**config.mk**
```make
export PLATFORM = sky130hd
export DESIGN_NAME = dpo_formatter
export DESIGN_NICKNAME = d
export VERILOG_FILES = /design/src/include/dpo_pkg.sv /design/src/rtl/dpo_fifo.sv /design/src/rtl/dpo_formatter.sv
export SDC_FILE = /design/constraint.sdc
export NUM_CORES = 1
export LEC_CHECK = 0
export BUFFER_PORTS_ARGS = -buffer_cell sky130_fd_sc_hd__buf_2
export CAP_MARGIN = 5
export CORE_MARGIN = 1.5
export CORE_UTILIZATION = 50
export DETAILED_ROUTE_END_ITERATION = 8
export PLACE_DENSITY = 0.68
export SLEW_MARGIN = 15
export SYNTH_ARGS = -nofsm -noshare
export SYNTH_HDL_FRONTEND = slang
export SYNTH_SLANG_ARGS = --single-unit
export TNS_END_PERCENT = 10
```
**constraint.sdc**
```tcl
create_clock -name ref_clk -period 4 [get_ports ref_clk]
set_input_delay 0.8 -clock ref_clk [delete_from_list [all_inputs] [get_ports ref_clk]]
set_output_delay 0.8 -clock ref_clk [all_outputs]
set_load 0.005 [all_outputs]
```
**src/include/dpo_pkg.sv**
```systemverilog
// Shared constants for the dual pixel output formatter
package dpo_pkg;

	// ------------------------------------------------------------
	// Data path widths and buffering
	// ------------------------------------------------------------
	localparam int PIX_W      = 24;                // One pixel, up to 24 bits
	localparam int FIFO_DEPTH = 16;                // Words ahead of the formatter
	localparam int LVL_W      = $clog2(FIFO_DEPTH + 1);

	// ------------------------------------------------------------
	// Timing: ref_clk cycles per output clock period
	// ------------------------------------------------------------
	localparam int REF_CLK_MHZ    = 40;
	localparam int ONE_PIX_PERIOD = 4;                   // One pixel per clock
	localparam int TWO_PIX_PERIOD = 2 * ONE_PIX_PERIOD;  // Half the clock rate
	localparam int OUT_ONE_MHZ    = REF_CLK_MHZ / ONE_PIX_PERIOD;
	localparam int OUT_TWO_MHZ    = REF_CLK_MHZ / TWO_PIX_PERIOD;

	// ------------------------------------------------------------
	// Phase slots within one output period
	// ------------------------------------------------------------
	localparam logic [2:0] ONE_LAST    = 3'(ONE_PIX_PERIOD - 1);
	localparam logic [2:0] TWO_LAST    = 3'(TWO_PIX_PERIOD - 1);
	localparam logic [2:0] ONE_HALF    = 3'(ONE_PIX_PERIOD / 2);
	localparam logic [2:0] TWO_HALF    = 3'(TWO_PIX_PERIOD / 2);
	localparam logic [2:0] TWO_QUARTER = 3'(TWO_PIX_PERIOD / 4);
	localparam logic [2:0] ONE_POP     = 3'(ONE_PIX_PERIOD / 4 + 1);
	localparam logic [2:0] TWO_POP     = 3'(TWO_PIX_PERIOD / 4 + 1);
	localparam logic [2:0] PHASE_RST   = 3'h0;

endpackage

```
**src/rtl/dpo_fifo.sv**
```systemverilog
// Parameterised pixel FIFO with valid/ready on both sides
`timescale 1ns/1ps
module dpo_fifo #(
	parameter int WIDTH = 24,
	parameter int DEPTH = 16
) (
	input  wire logic                       ref_clk,
	input  wire logic                       nrst,
	input  wire logic                       in_valid,
	output logic                            in_ready,
	input  wire logic [WIDTH-1:0]           in_data,
	output logic                            out_valid,
	input  wire logic                       out_ready,
	output logic [WIDTH-1:0]                out_data,
	output logic [$clog2(DEPTH+1)-1:0]      level
);
	localparam int PW = $clog2(DEPTH);
	localparam int CW = $clog2(DEPTH + 1);

	typedef struct packed {
		logic [DEPTH-1:0][WIDTH-1:0] mem;
		logic [PW-1:0]               wr_ptr;
		logic [PW-1:0]               rd_ptr;
		logic [CW-1:0]               count;
		logic                        not_full;
	} dpo_fifo_st_t;

	dpo_fifo_st_t st;
	dpo_fifo_st_t next_st;
	logic         do_wr;
	logic         do_rd;

	// ------------------------------------------------------------
	// Pointer and count update
	// ------------------------------------------------------------
	always_comb begin
		next_st = st;
		do_wr   = in_valid && st.not_full;
		do_rd   = out_ready && (st.count != '0);
		if (do_wr) begin
			next_st.mem[st.wr_ptr] = in_data;
			next_st.wr_ptr         = PW'(st.wr_ptr + 1'b1);
		end
		if (do_rd) begin
			next_st.rd_ptr = PW'(st.rd_ptr + 1'b1);
		end
		next_st.count    = CW'(st.count + CW'(do_wr) - CW'(do_rd));
		// Registered so in_ready leaves straight from a flop
		next_st.not_full = (next_st.count != CW'(DEPTH));
	end

	always_ff @(posedge ref_clk or negedge nrst) begin
		if (!nrst) begin
			st          <= '0;
			st.not_full <= 1'b1;
		end else begin
			st <= next_st;
		end
	end

	// Outputs
	assign in_ready  = st.not_full;
	assign out_valid = (st.count != '0);
	assign out_data  = st.mem[st.rd_ptr];
	assign level     = st.count;

endmodule

```
**src/rtl/dpo_formatter.sv**
```systemverilog
// Pixel output formatter: one or two pixels per output clock, optional stagger
//
// Notes on behaviour
// - Each output clock period carries one pixel or two pixels, per the selected mode.
// - In two-pixel mode the output clock runs at half the one-pixel rate.
// - Staggering applies only in two-pixel mode and only while the stagger pin is low.
// - With staggering, bus B updates a quarter output period after bus A.
// - Both buses share one output clock, so bus B has a quarter period less setup.
// - In a dual-link pair, two-pixel mode and staggering are withheld.
`timescale 1ns/1ps
module dpo_formatter
	import dpo_pkg::*;
(
	input  wire logic             ref_clk,
	input  wire logic             nrst,
	input  wire logic             in_valid,
	output logic                  in_ready,
	input  wire logic [PIX_W-1:0] in_data,
	input  wire logic             two_pix_sel,
	input  wire logic             half_bus_delay_enable_n,
	input  wire logic             dual_link_sel,
	output logic                  out_clk,
	output logic                  out_de,
	output logic [PIX_W-1:0]      pix_a,
	output logic [PIX_W-1:0]      pix_b
);

	typedef struct packed {
		logic             two_s1;
		logic             two_s2;
		logic             stag_s1;
		logic             stag_s2;
		logic             dual_s1;
		logic             dual_s2;
		logic [2:0]       phase;
		logic             cur_two;
		logic             cur_stag;
		logic [PIX_W-1:0] stg_a;
		logic [PIX_W-1:0] stg_b;
		logic             stg_ok;
		logic             pend_b;
		logic             out_clk;
		logic             de;
		logic [PIX_W-1:0] pix_a;
		logic [PIX_W-1:0] pix_b;
	} dpo_state_t;

	dpo_state_t       st;
	dpo_state_t       next_st;
	logic             fifo_valid;
	logic             fifo_pop;
	logic [PIX_W-1:0] fifo_data;
	logic [LVL_W-1:0] fifo_level;

	// ------------------------------------------------------------
	// Phase decoding helpers
	// ------------------------------------------------------------
	function automatic logic [2:0] last_of(input logic two);
		return two ? TWO_LAST : ONE_LAST;
	endfunction

	function automatic logic [2:0] half_of(input logic two);
		return two ? TWO_HALF : ONE_HALF;
	endfunction

	function automatic logic [2:0] pop_of(input logic two);
		return two ? TWO_POP : ONE_POP;
	endfunction

	function automatic logic [2:0] bslot_of(input logic stag);
		return stag ? TWO_QUARTER : PHASE_RST;
	endfunction

	// ------------------------------------------------------------
	// Input buffer
	// ------------------------------------------------------------
	dpo_fifo #(
		.WIDTH (PIX_W),
		.DEPTH (FIFO_DEPTH)
	) u_fifo (
		.ref_clk   (ref_clk),
		.nrst      (nrst),
		.in_valid  (in_valid),
		.in_ready  (in_ready),
		.in_data   (in_data),
		.out_valid (fifo_valid),
		.out_ready (fifo_pop),
		.out_data  (fifo_data),
		.level     (fifo_level)
	);

	// ------------------------------------------------------------
	// Next-state logic
	// ------------------------------------------------------------
	always_comb begin
		next_st  = st;
		fifo_pop = 1'b0;
		// Pin synchronisers; only stage 2 is used by logic
		next_st.two_s1  = two_pix_sel;
		next_st.two_s2  = st.two_s1;
		next_st.stag_s1 = half_bus_delay_enable_n;
		next_st.stag_s2 = st.stag_s1;
		next_st.dual_s1 = dual_link_sel;
		next_st.dual_s2 = st.dual_s1;

		// Output clock divider; mode only changes on a period boundary
		next_st.phase = (st.phase == last_of(st.cur_two)) ? PHASE_RST : 3'(st.phase + 1'b1);
		if (next_st.phase == PHASE_RST) begin
			next_st.cur_two  = st.two_s2 && !st.dual_s2;
			next_st.cur_stag = st.two_s2 && !st.dual_s2 && !st.stag_s2;
		end
		// Clock rises mid-period so data has half a period of setup, staggered bus B a quarter
		next_st.out_clk = (next_st.phase >= half_of(next_st.cur_two));

		// Bus A and valid change at the period start
		if (next_st.phase == PHASE_RST) begin
			next_st.de = st.stg_ok;
			if (st.stg_ok) begin
				next_st.pix_a = st.stg_a;
			end
		end
		// Bus B at the start, or a quarter period later when staggered
		if (next_st.phase == bslot_of(next_st.cur_stag)) begin
			if ((next_st.phase == PHASE_RST) ? st.stg_ok : st.de) begin
				next_st.pix_b = st.stg_b;
			end
		end

		// Staging fill happens after bus B has been taken
		if (st.phase == pop_of(st.cur_two)) begin
			next_st.stg_ok = 1'b0;
			next_st.pend_b = 1'b0;
			// A pixel pair is only started when both words are present
			if (fifo_level >= (st.cur_two ? LVL_W'(2) : LVL_W'(1))) begin
				fifo_pop       = 1'b1;
				next_st.stg_a  = fifo_data;
				next_st.stg_b  = '0;
				next_st.stg_ok = !st.cur_two;
				next_st.pend_b = st.cur_two;
			end
		end else if (st.pend_b && fifo_valid) begin
			fifo_pop       = 1'b1;
			next_st.stg_b  = fifo_data;
			next_st.stg_ok = 1'b1;
			next_st.pend_b = 1'b0;
		end
	end

	// ------------------------------------------------------------
	// State register
	// ------------------------------------------------------------
	always_ff @(posedge ref_clk or negedge nrst) begin
		if (!nrst) begin
			st         <= '0;
			st.stag_s1 <= 1'b1;
			st.stag_s2 <= 1'b1;
		end else begin
			st <= next_st;
		end
	end

	// Outputs straight from the state flops
	assign out_clk = st.out_clk;
	assign out_de  = st.de;
	assign pix_a   = st.pix_a;
	assign pix_b   = st.pix_b;
endmodule

```
=== Word level (Yosys, flattened, before mapping) ===
Cells that the tools add are included.

* Add/sub/neg operators: 5
* Order comparisons: 5
* Equality and inequality tests: 5
* Muxes and demuxes: 19
* Reductions and logical operators: 16

{| class="wikitable"
|+ Operators by type and width
! kind !! number
|-
| $bwmux W384 || 1
|-
| $bmux W24 S4 || 1
|-
| $demux W24 S4 || 1
|-
| $mux W26 || 3
|-
| $mux W24 || 2
|-
| $lt A4 B5 Y1 const B || 2
|-
| $mux W3 || 3
|-
| $add A4 B1 Y4 const B || 2
|-
| $reduce_and A2 Y1 || 4
|-
| $eq A3 B2 Y1 || 2
|-
| $logic_and A1 B1 Y1 || 6
|-
| $mux W2 || 3
|-
| $add A5 B1 Y5 || 1
|-
| $ge A5 B2 Y1 || 1
|-
| $mux W1 || 5
|-
| $ne A5 B5 Y1 const B || 1
|-
| $reduce_bool A5 Y1 || 1
|-
| $sub A5 B1 Y5 || 1
|-
| $ge A4 B1 Y1 const B || 1
|-
| $add A3 B1 Y3 const B || 1
|-
| $eq A3 B3 Y1 || 1
|-
| $ge A3 B3 Y1 || 1
|-
| $logic_not A1 Y1 || 3
|-
| $logic_not A3 Y1 || 1
|-
| 2 further kinds || 2
|}

* Register bits after elaboration: 509
* Input port bits: 30
* Output and inout bits: 51
* Logic and storage cells: 87

=== Longest topological paths before layout ===
Gate-level depths: netlist (run 1).

* Depth after elaboration: 8
* Gate-level depth with buffers: 16
* Depth with buffers taken out: 15

=== Cells and area by module ===
Synthesis (run 1) repeated with hierarchy kept, for this count alone.

* Cell total of the unflattened synthesis: 1501
* Area, all modules: 23004.6 µm²

{| class="wikitable"
|+ By module, submodules not included
! module !! times used !! cells an instance !! area each (µm²)
|-
| dpo_fifo || 1 || 1126 || 18211.2
|-
| dpo_formatter || 1 || 375 || 4793.3
|}

=== Worst setup path before layout (run 1) ===
No wires, ideal clock.

* Path type: reg2reg
* Start point: register st[101] in the netlist's numbering
* End point: register u_fifo.st (netlist bit u_fifo.in_ready)
* Library setup time: 86 ps
* Arrival time: 2944 ps
* Data required time: 3914 ps
* Setup slack: 970 ps
* Cell stages (with the launch flop): 17
* Period minus slack after synthesis: 3030 ps
* Cells stage by stage: dfrtp_1 > buf_2 > inv_1 > ha_1 > nor2b_1 > o31ai_1 > a31o_2 > a21oi_1 > ha_1 > inv_1 > ha_1 > fa_1 > a21oi_1 > nor2_1 > nor2_1 > xor2_1 > nand3b_1

{| class="wikitable"
|+ RTL lines
! item !! line !! text
|-
| start: declaration || dpo_formatter.sv:48 || <nowiki>dpo_state_t st;</nowiki>
|-
| start signal: assignment || dpo_formatter.sv:158 || <nowiki>st <= next_st;</nowiki>
|-
| end signal: assignment || dpo_fifo.sv:57 || <nowiki>st <= next_st;</nowiki>
|-
| end: declaration || dpo_fifo.sv:28 || <nowiki>dpo_fifo_st_t st;</nowiki>
|}

==> run summary, run 1 <==
run status -> finished clean
effective utilization at floorplan -> 50.81%
time the worst path needs with I/O delays and setup -> 3.340 ns
fraction of layout instances using a drive strength above 1 -> 53.38%
# rows -> 77
cell area after placement -> 0.02351 mm²
CP max FO -> 8
total chip power -> 21.26 mW
top cells by area in the synthesized netlist -> sky130_fd_sc_hd__dfrtp_1 (56%), sky130_fd_sc_hd__mux2_2 (22%), sky130_fd_sc_hd__mux4_2 (9.6%)
Ports -> 81
most frequent cell after synthesis -> sky130_fd_sc_hd__dfrtp_1
detailed-router iteration count before antenna repair -> 4
area taken by multi-input logic gates -> 0.009045 mm²
required arrival time at the worst endpoint -> 4.49 ns
Cells after Synth -> 1,446
clock tree from TritonCTS -> yes
total clock buffers created by CTS -> 51
DRC violations left -> 0
Critical Setup Path Class -> flop to flop
number of global-route vias before repair -> 13,060
part of the Yosys area used for sequential elements -> 56.46%
static leakage -> 11.28 nW
Final ANT Viol Nets -> 0
cell type with the largest total area after synthesis -> sky130_fd_sc_hd__dfrtp_1
vertical die dimension -> 215.4 µm
power density over the cells -> 838.7 mW/mm²
vias per inst -> 5.896
number of buffers added to fix hold violations after cts -> 0
arrival time at the worst endpoint -> 3.83 ns
busiest layer in global routing -> met2
cell depth of the worst flop-to-flop path -> 15
portion of the clock cycle consumed by the worst path in the final layout -> 83.50%
Slew Viols, Final -> 0
total overflow reported by the global router -> 0
maximum single-stage delay on the critical path -> 0.53 ns
fillcell total -> 3,432
distinct cell type count after synthesis -> 50
flop-to-flop setup slack -> 0.66 ns
number of enable flip-flop cells after synthesis -> 0
mean cell area of the mapped netlist -> 15.61 µm²
cell with the largest stage delay on the worst path -> sky130_fd_sc_hd__dfrtp_1
startpoint kind of the worst setup timing path -> flop
leading register cell type out of synthesis -> sky130_fd_sc_hd__dfrtp_1
Net Count, Synth -> 1,495
post-detailed-placement half-perimeter wirelength -> 29,600 µm
setup skew after layout -> 0.01760 ns
most used cell along the critical path -> sky130_fd_sc_hd__ha_1
quantity of gates resized following cts -> 0
final setup fails -> 0
Routed Wire Length -> 50,190 µm
Worst-Skew Late Latency -> 0.58 ns
actual transition at the worst max-transition pin -> 1.171 ns
area of the core region -> 0.04441 mm²
count of yosys warnings during synthesis -> 0
cell-by-cell trace of the critical path -> inv_1 -> ha_1 -> nor2b_1 -> o31ai_1 -> a31o_2 -> a21oi_1 -> ha_1 -> inv_1 -> ha_1 -> fa_1 -> a21oi_1 -> nor2_1 -> nor2_1 -> xor2_1 -> nand3b_1
Clk pin slew, worst setup/hold paths -> 0.06 ns
fraction of met3 tracks used by global routing -> 3.580%
worst slew margin relative to its limit -> 21.85%
number of buffers inserted by post-CTS setup repair -> 0
total area of sequential cells -> 0.01275 mm²
number of hold-slack violations in the final timing report -> 0
antenna violations before repair -> 1
top-area cell type share of the netlist area -> 56.11%
count of state elements after synthesis -> 509
horizontal die dimension -> 215.4 µm
sum of buffers and inverters on the critical path -> 2
post-route standard cell area excluding fillers -> 0.02535 mm²
worst-case clock buffer depth -> 3
met2 GRT Util -> 34.98%
Hold/Removal Path Class -> input pin to asynchronous set/reset pin
MaxCap Viol Count -> 0
unrepaired setup endpoints after global routing -> false
reg-to-reg endpoint -> u_fifo.in_ready
buffer cell driving the clock tree root -> sky130_fd_sc_hd__clkbuf_16
pin count of the biggest net entering global routing -> 89
routability-driven placement congestion ratio -> 0.8207
maximum level of the CTS H-tree -> 2
Total Routing Usage GR -> 22.33%
cell types with the highest counts after synthesis -> sky130_fd_sc_hd__dfrtp_1 (506), sky130_fd_sc_hd__mux2_2 (438), sky130_fd_sc_hd__mux4_2 (96)
share of async-settable or async-resettable flops after synthesis -> 100.0%
Nets -> 1,519
total standard cell area after synthesis -> 0.02257 mm²
CTS sink count -> 509
vias after detailed routing -> 12,400
per-cell routed wire length -> 23.87 µm
Worst path top cell family by delay -> adder cells
maximum vdd ir drop -> 0.4707 mV
type of element capturing the critical path -> flop
area overhead of the layout relative to synthesis -> 12.34%
first-pass GRT wire length -> 79,270 µm
Reg2Reg Launch Point -> st[101]
maximum clock frequency -> 299.4 MHz
Final TNS setup -> 0 ns
Detailed Route Iter0 Violations -> 829
die footprint -> 0.04641 mm²
Port-buffer cells -> 80
met1 track utilization from global routing -> 32.69%
how the worst max path moves through the flow:
stage	startpoint	end	slack, ns	cells after the start
finish	st[101]	u_fifo.in_ready	0.66	15
global route	st[101]	u_fifo.in_ready	0.34	15
CTS	st[101]	u_fifo.in_ready	0.65	15
detailed placement	st[101]	u_fifo.in_ready	0.65	15
global placement	st[101]	u_fifo.in_ready	0.76	15
floorplan	st[101]	u_fifo.in_ready	0.97	16
cells in the final DEF, fill, tap and decap left out, types with 6 or more instances in the layout:
cell	instances
sky130_fd_sc_hd__nand2b_1	6
sky130_fd_sc_hd__inv_1	15
sky130_fd_sc_hd__clkbuf_16	53
sky130_fd_sc_hd__a22oi_1	48
sky130_fd_sc_hd__ha_1	18
sky130_fd_sc_hd__nand2_1	33
sky130_fd_sc_hd__dfrtp_1	504
sky130_fd_sc_hd__buf_2	79
sky130_fd_sc_hd__clkbuf_8	15
sky130_fd_sc_hd__mux2_4	20
sky130_fd_sc_hd__xor2_1	7
sky130_fd_sc_hd__bufinv_16	7
sky130_fd_sc_hd__nor2_4	12
sky130_fd_sc_hd__buf_12	13
sky130_fd_sc_hd__a21oi_1	8
sky130_fd_sc_hd__clkinv_2	10
sky130_fd_sc_hd__buf_4	33
sky130_fd_sc_hd__mux4_2	96
sky130_fd_sc_hd__a22o_1	24
sky130_fd_sc_hd__mux2_2	438
layer usage:
layer,vias up,share of wire [%]
met5,-,0
met4,0,1.9
met3,73,4.0
met2,233,47
met1,6771,47
li1,5323,-
power breakdown:
| part | switching (mW) | internal (mW) |
|---|---|---|
| combinational | 3.13 | 4.13 |
| clock | 1.98 | 3.14 |
| sequential | 1.36 | 7.52 |
stage by stage:
| stage | worst slack, ns | util, % | hold WS (ns) | cells |
|---|---|---|---|---|
| floorplan | 0.9701 | - | 0.3312 | 1446 |
| global placement | 0.7586 | 52.93 | 0.3335 | 2009 |
| detailed placement | 0.6504 | 52.93 | 0.3427 | 2009 |
| CTS | 0.6497 | 57.07 | 0.2475 | 2102 |
| global route | 0.3448 | 57.07 | 0.2631 | 2102 |
| finish | 0.6599 | 57.08 | 0.2091 | 2103 |
worst register-to-register path, stage by stage (launching register included):
cell and delay [ns]:
sky130_fd_sc_hd__dfrtp_1 0.53, sky130_fd_sc_hd__inv_1 0.16, sky130_fd_sc_hd__ha_1 0.33, sky130_fd_sc_hd__nor2b_1 0.13, sky130_fd_sc_hd__o31ai_1 0.20, sky130_fd_sc_hd__a31o_2 0.20, sky130_fd_sc_hd__a21oi_1 0.13, sky130_fd_sc_hd__ha_1 0.32
sky130_fd_sc_hd__inv_1 0.04, sky130_fd_sc_hd__ha_1 0.21, sky130_fd_sc_hd__fa_1 0.40, sky130_fd_sc_hd__a21oi_1 0.16, sky130_fd_sc_hd__nor2_1 0.05, sky130_fd_sc_hd__nor2_1 0.10, sky130_fd_sc_hd__xor2_1 0.19, sky130_fd_sc_hd__nand3b_1 0.10
flip-flops by register name, indices dropped and copies added (netlist names):
signal and cells:
u_fifo.st 392, st 58, pix_a 24, pix_b 24
u_fifo.level 5, next_st 3, out_clk 1, out_de 1
u_fifo.in_ready 1
kinds of logic after synthesis:
group	Yosys count	synth area share [%]
mux	555	32.81
flops	509	56.46
buf+inv	170	3.992
compound gates	99	3.366
simple gates	83	1.852
fa+ha+maj	19	1.087
xor+xnor	11	0.4269
final cells by class:
type / count / area share [%]
antenna: 1 / 0.009872
clock inverter: 21 / 1.145
clock buffer: 72 / 6.106
timing repair buffer: 126 / 3.623
multi-input combinational: 767 / 35.68
tap: 592 / 2.922
sequential: 509 / 50.29
inverter: 15 / 0.2221
No activity file was read; power rests on OpenSTA's default activity.
==> inputs of run 2 (changes only) <==
--- a/config.mk
+++ b/config.mk
@@ -5,6 +5,7 @@
 export SDC_FILE = /design/constraint.sdc
 export NUM_CORES = 1
 export LEC_CHECK = 0
+export ABC_AREA = 1
 export BUFFER_PORTS_ARGS = -buffer_cell sky130_fd_sc_hd__buf_2
 export CAP_MARGIN = 5
 export CORE_MARGIN = 1.5
==> constraint.sdc (replaced) <==
create_clock -name ref_clk -period 3.18 [get_ports ref_clk]
set_input_delay 0.636 -clock ref_clk [delete_from_list [all_inputs] [get_ports ref_clk]]
set_output_delay 0.636 -clock ref_clk [all_outputs]
set_load 0.005 [all_outputs]
==> run 2 against run 1 <==
Effect of this change: utilization decreased by 1.3 points; wire length up 19%; sequential power increased by 22%; combinational power is 25% higher; sequential cell count did not move; cell count increased by 56%; clock skew is 0.0032 ns higher; sequential share of layout area grew 1.2 points; setup slack got worse by 0.45 ns; critical endpoint unchanged.
==> run summary, run 2 <==
cell with the largest stage delay on the worst path -> sky130_fd_sc_hd__fa_2 (was sky130_fd_sc_hd__dfrtp_1)
flop-to-flop setup slack -> 0.21 ns (was 0.66 ns)
post-detailed-placement half-perimeter wirelength -> 33,860 µm (was 29,600 µm)
total overflow reported by the global router -> 0 (unchanged)
final setup fails -> 0 (unchanged)
total chip power -> 25.96 mW (was 21.26 mW)
area overhead of the layout relative to synthesis -> 9.804% (was 12.34%)
horizontal die dimension -> 215.4 µm (about the same)
area of the core region -> 0.04441 mm² (unchanged)
logic gate share of total power -> 35.1% (was 34.1%)
Ports -> 81 (unchanged)
maximum level of the CTS H-tree -> 2 (unchanged)
dominant combinational cell family by area after synthesis -> simple AND/OR/NAND/NOR gates (was multiplexers)
cell types with the highest counts after synthesis -> sky130_fd_sc_hd__nand2_1 (971), sky130_fd_sc_hd__dfrtp_1 (506), sky130_fd_sc_hd__o21ai_0 (465) (was sky130_fd_sc_hd__dfrtp_1 (506), sky130_fd_sc_hd__mux2_2 (438), sky130_fd_sc_hd__mux4_2 (96))
Critical path destination -> u_fifo.in_ready (unchanged)
Clk pin slew, worst setup/hold paths -> 0.06 ns (about the same)
distinct cell type count after synthesis -> 30 (was 50)
Routed Wire Length -> 59,830 µm (was 50,190 µm)
setup slack after layout -> 0.2149 ns (was 0.6599 ns)
most frequent cell after synthesis -> sky130_fd_sc_hd__nand2_1 (was sky130_fd_sc_hd__dfrtp_1)
share of async-settable or async-resettable flops after synthesis -> 100.0% (unchanged)
registers with the most flip-flops -> u_fifo.st (392), st (58) (unchanged)
fraction of power consumed by the clock network -> 23.4% (was 24.1%)
Post-Route Hold Slack -> 0.1406 ns (was 0.2091 ns)
time the worst path needs with I/O delays and setup -> 2.965 ns (was 3.340 ns)
launching element of the worst setup path -> st[101] (unchanged)
maximum single-stage delay on the critical path -> 0.38 ns (was 0.53 ns)
post-layout util -> 55.78% (was 57.08%)
number of hold-slack violations in the final timing report -> 0 (unchanged)
actual transition at the worst max-transition pin -> 1.009 ns (was 1.171 ns)
most used cells in the layout excluding fill and tap cells -> sky130_fd_sc_hd__nand2_1 (962), sky130_fd_sc_hd__dfrtp_1 (505), sky130_fd_sc_hd__o21ai_0 (465), sky130_fd_sc_hd__nor2_1 (170), sky130_fd_sc_hd__a21oi_1 (85) (was sky130_fd_sc_hd__dfrtp_1 (504), sky130_fd_sc_hd__mux2_2 (438), sky130_fd_sc_hd__mux4_2 (96), sky130_fd_sc_hd__buf_2 (79), sky130_fd_sc_hd__clkbuf_16 (53))
Cells after Synth -> 2,708 (was 1,446)
vias per inst -> 5.525 (was 5.896)
n_diodes -> 0 (was 1)
Total Routing Usage GR -> 26.08% (was 22.33%)
worst slew margin relative to its limit -> 32.72% (was 21.85%)
Hold/Removal Path Class -> input pin to flop (was input pin to asynchronous set/reset pin)
MaxCap Viol Count -> 0 (unchanged)
Port-buffer cells -> 80 (unchanged)
Stages on worst setup path -> 19 (was 15)
# rows -> 77 (unchanged)
count of yosys warnings during synthesis -> 0 (unchanged)
Detailed Route Iter0 Violations -> 1,845 (was 829)
leading register cell type out of synthesis -> sky130_fd_sc_hd__dfrtp_1 (unchanged)
antenna violations before repair -> 2 (was 1)
fraction of layout instances using a drive strength above 1 -> 8.830% (was 53.38%)
power density over the cells -> 1048 mW/mm² (was 838.7 mW/mm²)
synthesized-area fraction occupied by ao, oa, aoi and oai cells -> 14.46% (was 3.366%)
Net Count, Synth -> 2,757 (was 1,495)
post-route standard cell area excluding fillers -> 0.02478 mm² (was 0.02535 mm²)
Reg2Reg Launch Point -> st[101] (unchanged)
post-synthesis adder-cell area fraction -> 1.087% (about the same)
Final ANT Viol Nets -> 0 (unchanged)
cell area after placement -> 0.02304 mm² (was 0.02351 mm²)
worst slack at placement -> 0.04135 ns (was 0.6504 ns)
Synth Area in XOR/XNOR -> 0.3494% (was 0.4269%)
CTS sink count -> 509 (unchanged)
CP max FO -> 6 (was 8)
vertical die dimension -> 215.4 µm (about the same)
part of the power in registers -> 41.5% (was 41.8%)
reg-to-reg endpoint -> u_fifo.in_ready (unchanged)
first-pass GRT wire length -> 95,270 µm (was 79,270 µm)
detailed-router iteration count before antenna repair -> 5 (was 4)
per-cell routed wire length -> 18.26 µm (was 23.87 µm)
DRC violations left -> 0 (unchanged)
Worst-Skew Late Latency -> 0.61 ns (was 0.58 ns)
Nets -> 2,693 (was 1,519)
static leakage -> 12.21 nW (was 11.28 nW)
portion of netlist area occupied by mux cells -> 0% (was 32.81%)
startpoint kind of the worst setup timing path -> flop (unchanged)
number of global-route vias before repair -> 17,090 (was 13,060)
cell depth of the worst flop-to-flop path -> 19 (was 15)
cell type with the largest total area after synthesis -> sky130_fd_sc_hd__dfrtp_1 (unchanged)
cell-by-cell trace of the critical path -> inv_2 -> ha_1 -> inv_1 -> o21ai_0 -> nand2_1 -> nand2_1 -> nand2_2 -> o21ai_4 -> nand2_2 -> inv_1 -> ha_1 -> inv_1 -> ha_1 -> fa_2 -> a21oi_2 -> nor2_1 -> nor2_1 -> xor2_1 -> nand3_1 (was inv_1 -> ha_1 -> nor2b_1 -> o31ai_1 -> a31o_2 -> a21oi_1 -> ha_1 -> inv_1 -> ha_1 -> fa_1 -> a21oi_1 -> nor2_1 -> nor2_1 -> xor2_1 -> nand3b_1)
worst-case clock buffer depth -> 3 (unchanged)
switching share of power -> 38.79% (was 30.45%)
switching power -> 10.07 mW (was 6.474 mW)
Slew Viols, Final -> 0 (unchanged)
simple-gate share of the synthesized area -> 21.33% (was 1.852%)
portion of the clock cycle consumed by the worst path in the final layout -> 93.24% (was 83.50%)
largest reg by FF count -> u_fifo.st (unchanged)
Internal Power -> 15.89 mW (was 14.79 mW)
pin count of the biggest net entering global routing -> 195 (was 89)
required arrival time at the worst endpoint -> 3.69 ns (was 4.49 ns)
Cell Count, Final, Fillers Out -> 3,276 (was 2,103)
type of element capturing the critical path -> flop (unchanged)
part of the Yosys area used for sequential elements -> 56.47% (was 56.46%)
fillcell total -> 4,045 (was 3,432)
count of state elements after synthesis -> 509 (unchanged)
sum of buffers and inverters on the critical path -> 4 (was 2)
number of enable flip-flop cells after synthesis -> 0 (unchanged)
routability-driven placement congestion ratio -> 0.8155 (was 0.8207)
most common cell after layout, fill and taps aside -> sky130_fd_sc_hd__nand2_1 (was sky130_fd_sc_hd__dfrtp_1)
total clock buffers created by CTS -> 51 (unchanged)
setup skew after layout -> 0.02076 ns (was 0.01760 ns)
clock tree from TritonCTS -> yes (unchanged)
Worst path top cell family by delay -> adder cells (unchanged)
total standard cell area after synthesis -> 0.02256 mm² (was 0.02257 mm²)
top-area cell type share of the netlist area -> 56.12% (was 56.11%)
Critical Setup Path Class -> flop to flop (unchanged)
maximum vdd ir drop -> 0.9046 mV (was 0.4707 mV)
number of instances in the placed design -> 3,180 (was 2,009)
mean cell area of the mapped netlist -> 8.332 µm² (was 15.61 µm²)
effective utilization at floorplan -> 50.80% (was 50.81%)
arrival time at the worst endpoint -> 3.48 ns (was 3.83 ns)
Final TNS setup -> 0 ns (unchanged)
vias after detailed routing -> 18,101 (was 12,400)
Largest register FFs -> 392 (unchanged)
buffer cell driving the clock tree root -> sky130_fd_sc_hd__clkbuf_16 (unchanged)
maximum clock frequency -> 337.3 MHz (was 299.4 MHz)
unrepaired setup endpoints after global routing -> false (unchanged)
top cells by area in the synthesized netlist -> sky130_fd_sc_hd__dfrtp_1 (56%), sky130_fd_sc_hd__nand2_1 (16%), sky130_fd_sc_hd__o21ai_0 (10%) (was sky130_fd_sc_hd__dfrtp_1 (56%), sky130_fd_sc_hd__mux2_2 (22%), sky130_fd_sc_hd__mux4_2 (9.6%))
run status -> finished clean (unchanged)
die footprint -> 0.04641 mm² (about the same)
==> run 2: cell types whose count changed in the layout (fill, tap and decap cells not counted), sizes merged, moves of 51 or more <==
cell   before  now
a21oi       9   87
inv        15   66
mux2      458    0
mux4       96    0
nand2      33  977
nand3       6   87
nor2       17  173
o21ai       4  487
==> run 2: how the worst min path moves through the flow <==
stage / from / end / cells past startpoint
6_report: half_bus_delay_enable_n / next_st[107] / 1
4_1_cts: half_bus_delay_enable_n / next_st[107] / 1
5_1_grt: half_bus_delay_enable_n / next_st[107] / 1
3_3_place_gp: next_st[105] / st[105] / 0
2_1_floorplan: next_st[105] / st[105] / 0
3_5_place_dp: next_st[105] / st[105] / 0
==> run 2: layout make-up <==
| cell class | count | area (µm²) | area share, % |
|---|---|---|---|
| Tap cell | 592 | 740.7 | 2.990 |
| Clock buffer | 80 | 1536 | 6.202 |
| Timing Repair Buffer | 124 | 893.4 | 3.606 |
| Sequential cell | 509 | 12740 | 51.44 |
| Clock inverter | 13 | 155.1 | 0.6262 |
| Inverter | 65 | 249.0 | 1.005 |
| Multi-Input combinational cell | 1893 | 8456 | 34.13 |
==> run 2: cell families after synthesis <==
group                    after synthesis
AO/OA/AOI/OAI                        624
XOR/XNOR                               9
adder cells (fa/ha/maj)               19
buffers and inverters                306
flip-flops                           509
AND/OR/NAND/NOR                     1241
==> run 2: power by group through the flow <==
stage          clock network, mW  logic (mW)  registers (mW)
2_1_floorplan                  0        6.58            10.4
3_3_place_gp                   0        8.73            10.7
3_5_place_dp                   0        9.01            10.8
4_1_cts                     6.20        9.06            10.7
5_1_grt                     6.47        10.3            11.1
6_report                    6.09        9.11            10.8
==> run 2: timing repair <==
item,in CTS,in global routing
pin swaps,0,3
buffers inserted,1,1
endpoints found under the hold margin,12,0
endpoints found under the setup margin,1,2
hold buffers,1,0
gates resized for setup,0,5
cloned,0,0
==> run 2: routing by layer <==
metal / wire length [µm] / up-vias / track usage [%]
met5: 27 / - / 0
met4: 1255 / 4 / 6.643
met3: 4572 / 94 / 4.947
met2: 27600 / 685 / 41.26
met1: 26380 / 8745 / 37.16
li1: - / 8573 / -
==> inputs of run 3 (changes only) <==
==> constraint.sdc (replaced) <==
create_clock -name ref_clk -period 3.8 [get_ports ref_clk]
set_input_delay 0.76 -clock ref_clk [delete_from_list [all_inputs] [get_ports ref_clk]]
set_output_delay 0.76 -clock ref_clk [all_outputs]
set_load 0.005 [all_outputs]
==> run 3 against run 2 <==
Effect of this change: maximum frequency down 5.2%; via count is 1.2% higher; highest routed layer is now met4; setup slack improved by 0.46 ns; largest power group unchanged; sequential cell count is the same.
==> run summary, run 3 (synthesis gave the netlist of run 2 again) <==
static leakage -> 12.27 nW (was 12.21 nW)
unrepaired setup endpoints after global routing -> false (unchanged)
area overhead of the layout relative to synthesis -> 10.24% (was 9.804%)
worst slack at placement -> 0.6784 ns (was 0.04135 ns)
quantity of gates resized following cts -> 0 (unchanged)
time the worst path needs with I/O delays and setup -> 3.128 ns (was 2.965 ns)
detailed-router iteration count before antenna repair -> 6 (was 5)
required arrival time at the worst endpoint -> 4.32 ns (was 3.69 ns)
total chip power -> 21.96 mW (was 25.96 mW)
vias per inst -> 5.587 (was 5.525)
antenna violations before repair -> 0 (was 2)
flop-to-flop setup slack -> 0.67 ns (was 0.21 ns)
post-layout util -> 56.00% (was 55.78%)
type of element capturing the critical path -> flop (unchanged)
power density over the cells -> 882.9 mW/mm² (was 1048 mW/mm²)
routability-driven placement congestion ratio -> 0.7805 (was 0.8155)
number of buffers inserted by post-CTS setup repair -> 0 (was 1)
vias after detailed routing -> 18,324 (was 18,101)
Hold/Removal Path Class -> input pin to asynchronous set/reset pin (was input pin to flop)
largest reg by FF count -> u_fifo.st (unchanged)
worst-case clock buffer depth -> 3 (unchanged)
Final TNS setup -> 0 ns (unchanged)
effective utilization at floorplan -> 50.80% (unchanged)
registers with the most flip-flops -> u_fifo.st (392), st (58) (unchanged)
run status -> finished clean (unchanged)
portion of the clock cycle consumed by the worst path in the final layout -> 82.32% (was 93.24%)
cell area after placement -> 0.02307 mm² (was 0.02304 mm²)
die footprint -> 0.04641 mm² (unchanged)
# rows -> 77 (unchanged)
Total Routing Usage GR -> 26.48% (was 26.08%)
most common cell after layout, fill and taps aside -> sky130_fd_sc_hd__nand2_1 (unchanged)
launching element of the worst setup path -> st[101] (unchanged)
post-detailed-placement half-perimeter wirelength -> 34,690 µm (was 33,860 µm)
total clock buffers created by CTS -> 53 (was 51)
Worst-Skew Late Latency -> 0.61 ns (about the same)
Final ANT Viol Nets -> 0 (unchanged)
buffer cell driving the clock tree root -> sky130_fd_sc_hd__clkbuf_16 (unchanged)
Largest register FFs -> 392 (unchanged)
DRC violations left -> 0 (unchanged)
area of the core region -> 0.04441 mm² (unchanged)
actual transition at the worst max-transition pin -> 1.167 ns (was 1.009 ns)
most used cells in the layout excluding fill and tap cells -> sky130_fd_sc_hd__nand2_1 (964), sky130_fd_sc_hd__dfrtp_1 (505), sky130_fd_sc_hd__o21ai_0 (465), sky130_fd_sc_hd__nor2_1 (170), sky130_fd_sc_hd__a21oi_1 (86) (was sky130_fd_sc_hd__nand2_1 (962), sky130_fd_sc_hd__dfrtp_1 (505), sky130_fd_sc_hd__o21ai_0 (465), sky130_fd_sc_hd__nor2_1 (170), sky130_fd_sc_hd__a21oi_1 (85))
Routed Wire Length -> 60,520 µm (was 59,830 µm)
setup skew after layout -> 0.009633 ns (was 0.02076 ns)
per-cell routed wire length -> 18.45 µm (was 18.26 µm)
Slew Viols, Final -> 0 (unchanged)
Cell Count, Final, Fillers Out -> 3,280 (was 3,276)
vertical die dimension -> 215.4 µm (unchanged)
horizontal die dimension -> 215.4 µm (unchanged)
maximum level of the CTS H-tree -> 2 (unchanged)
cell depth of the worst flop-to-flop path -> 19 (unchanged)
number of buffers added to fix hold violations after cts -> 0 (was 1)
CTS sink count -> 509 (unchanged)
Detailed Route Iter0 Violations -> 2,062 (was 1,845)
number of hold-slack violations in the final timing report -> 0 (unchanged)
pin count of the biggest net entering global routing -> 84 (was 195)
Ports -> 81 (unchanged)
number of global-route vias before repair -> 17,149 (was 17,090)
post-route standard cell area excluding fillers -> 0.02487 mm² (was 0.02478 mm²)
Reg2Reg Launch Point -> st[101] (unchanged)
fraction of layout instances using a drive strength above 1 -> 8.780% (was 8.830%)
n_diodes -> 0 (unchanged)
arrival time at the worst endpoint -> 3.65 ns (was 3.48 ns)
Post-Route Hold Slack -> 0.1466 ns (was 0.1406 ns)
CP max FO -> 6 (unchanged)
number of instances in the placed design -> 3,182 (was 3,180)
setup slack after layout -> 0.6718 ns (was 0.2149 ns)
Nets -> 2,694 (was 2,693)
Port-buffer cells -> 80 (unchanged)
total overflow reported by the global router -> 0 (unchanged)
MaxCap Viol Count -> 0 (unchanged)
maximum vdd ir drop -> 0.4670 mV (was 0.9046 mV)
reg-to-reg endpoint -> u_fifo.in_ready (unchanged)
final setup fails -> 0 (unchanged)
worst slew margin relative to its limit -> 21.92% (was 32.72%)
first-pass GRT wire length -> 96,920 µm (was 95,270 µm)
Clk pin slew, worst setup/hold paths -> 0.06 ns (about the same)
startpoint kind of the worst setup timing path -> flop (unchanged)
maximum clock frequency -> 319.7 MHz (was 337.3 MHz)
clock tree from TritonCTS -> yes (unchanged)
Critical Setup Path Class -> flop to flop (unchanged)
[run 3: power by group]
| part | total [mW] | internal, mW | switching, mW | leakage [nW] |
|---|---|---|---|---|
| Combinational | 7.59 | 2.56 | 5.03 | 4.92 |
| Sequential | 9.02 | 7.75 | 1.27 | 6.46 |
| Clock | 5.35 | 3.21 | 2.14 | 0.890 |
| Total | 22.0 | 13.5 | 8.44 | 12.3 |
[run 3: per-layer routing]
metal  vias to the layer above  wire, µm  GRT usage, %
met2                       676     27410         41.39
met5                         -         0             0
li1                       8590         -             -
met3                       118      4181         3.820
met4                         0      1725         8.485
met1                      8940     27210         38.27
[run 3: worst max path at each step]
stage | endpoint | slack [ns] | depth (start not counted)
2_1_floorplan | u_fifo.in_ready | 0.90 | 18
3_3_place_gp | u_fifo.in_ready | 0.77 | 19
3_5_place_dp | u_fifo.in_ready | 0.68 | 19
4_1_cts | u_fifo.in_ready | 0.65 | 19
5_1_grt | u_fifo.in_ready | 0.36 | 19
6_report | u_fifo.in_ready | 0.67 | 19
[run 3: worst max-delay path, stage by stage (launching register included)]
cell and delay [ns]:
sky130_fd_sc_hd__dfrtp_1 0.45, sky130_fd_sc_hd__inv_2 0.08, sky130_fd_sc_hd__ha_1 0.31, sky130_fd_sc_hd__inv_1 0.05, sky130_fd_sc_hd__o21ai_0 0.06, sky130_fd_sc_hd__nand2_1 0.07
sky130_fd_sc_hd__nand2_1 0.06, sky130_fd_sc_hd__nand2_2 0.07, sky130_fd_sc_hd__o21ai_2 0.09, sky130_fd_sc_hd__nand2_1 0.15, sky130_fd_sc_hd__inv_1 0.06, sky130_fd_sc_hd__ha_1 0.27
sky130_fd_sc_hd__inv_1 0.04, sky130_fd_sc_hd__ha_1 0.21, sky130_fd_sc_hd__fa_1 0.42, sky130_fd_sc_hd__a21oi_1 0.17, sky130_fd_sc_hd__nor2_1 0.05, sky130_fd_sc_hd__nor2_1 0.12
sky130_fd_sc_hd__xor2_1 0.20, sky130_fd_sc_hd__nand3_1 0.10
[run 3: area by class of cell]
| type | count | area, µm² |
|---|---|---|
| tap | 592 | 740.7 |
| sequential | 509 | 12740 |
| inverter | 65 | 249.0 |
| multi-input combinational | 1893 | 8437 |
| clock inverter | 11 | 158.9 |
| clock buffer | 87 | 1647 |
| timing repair buffer | 123 | 895.9 |
| fill | 4050 | 19540 |
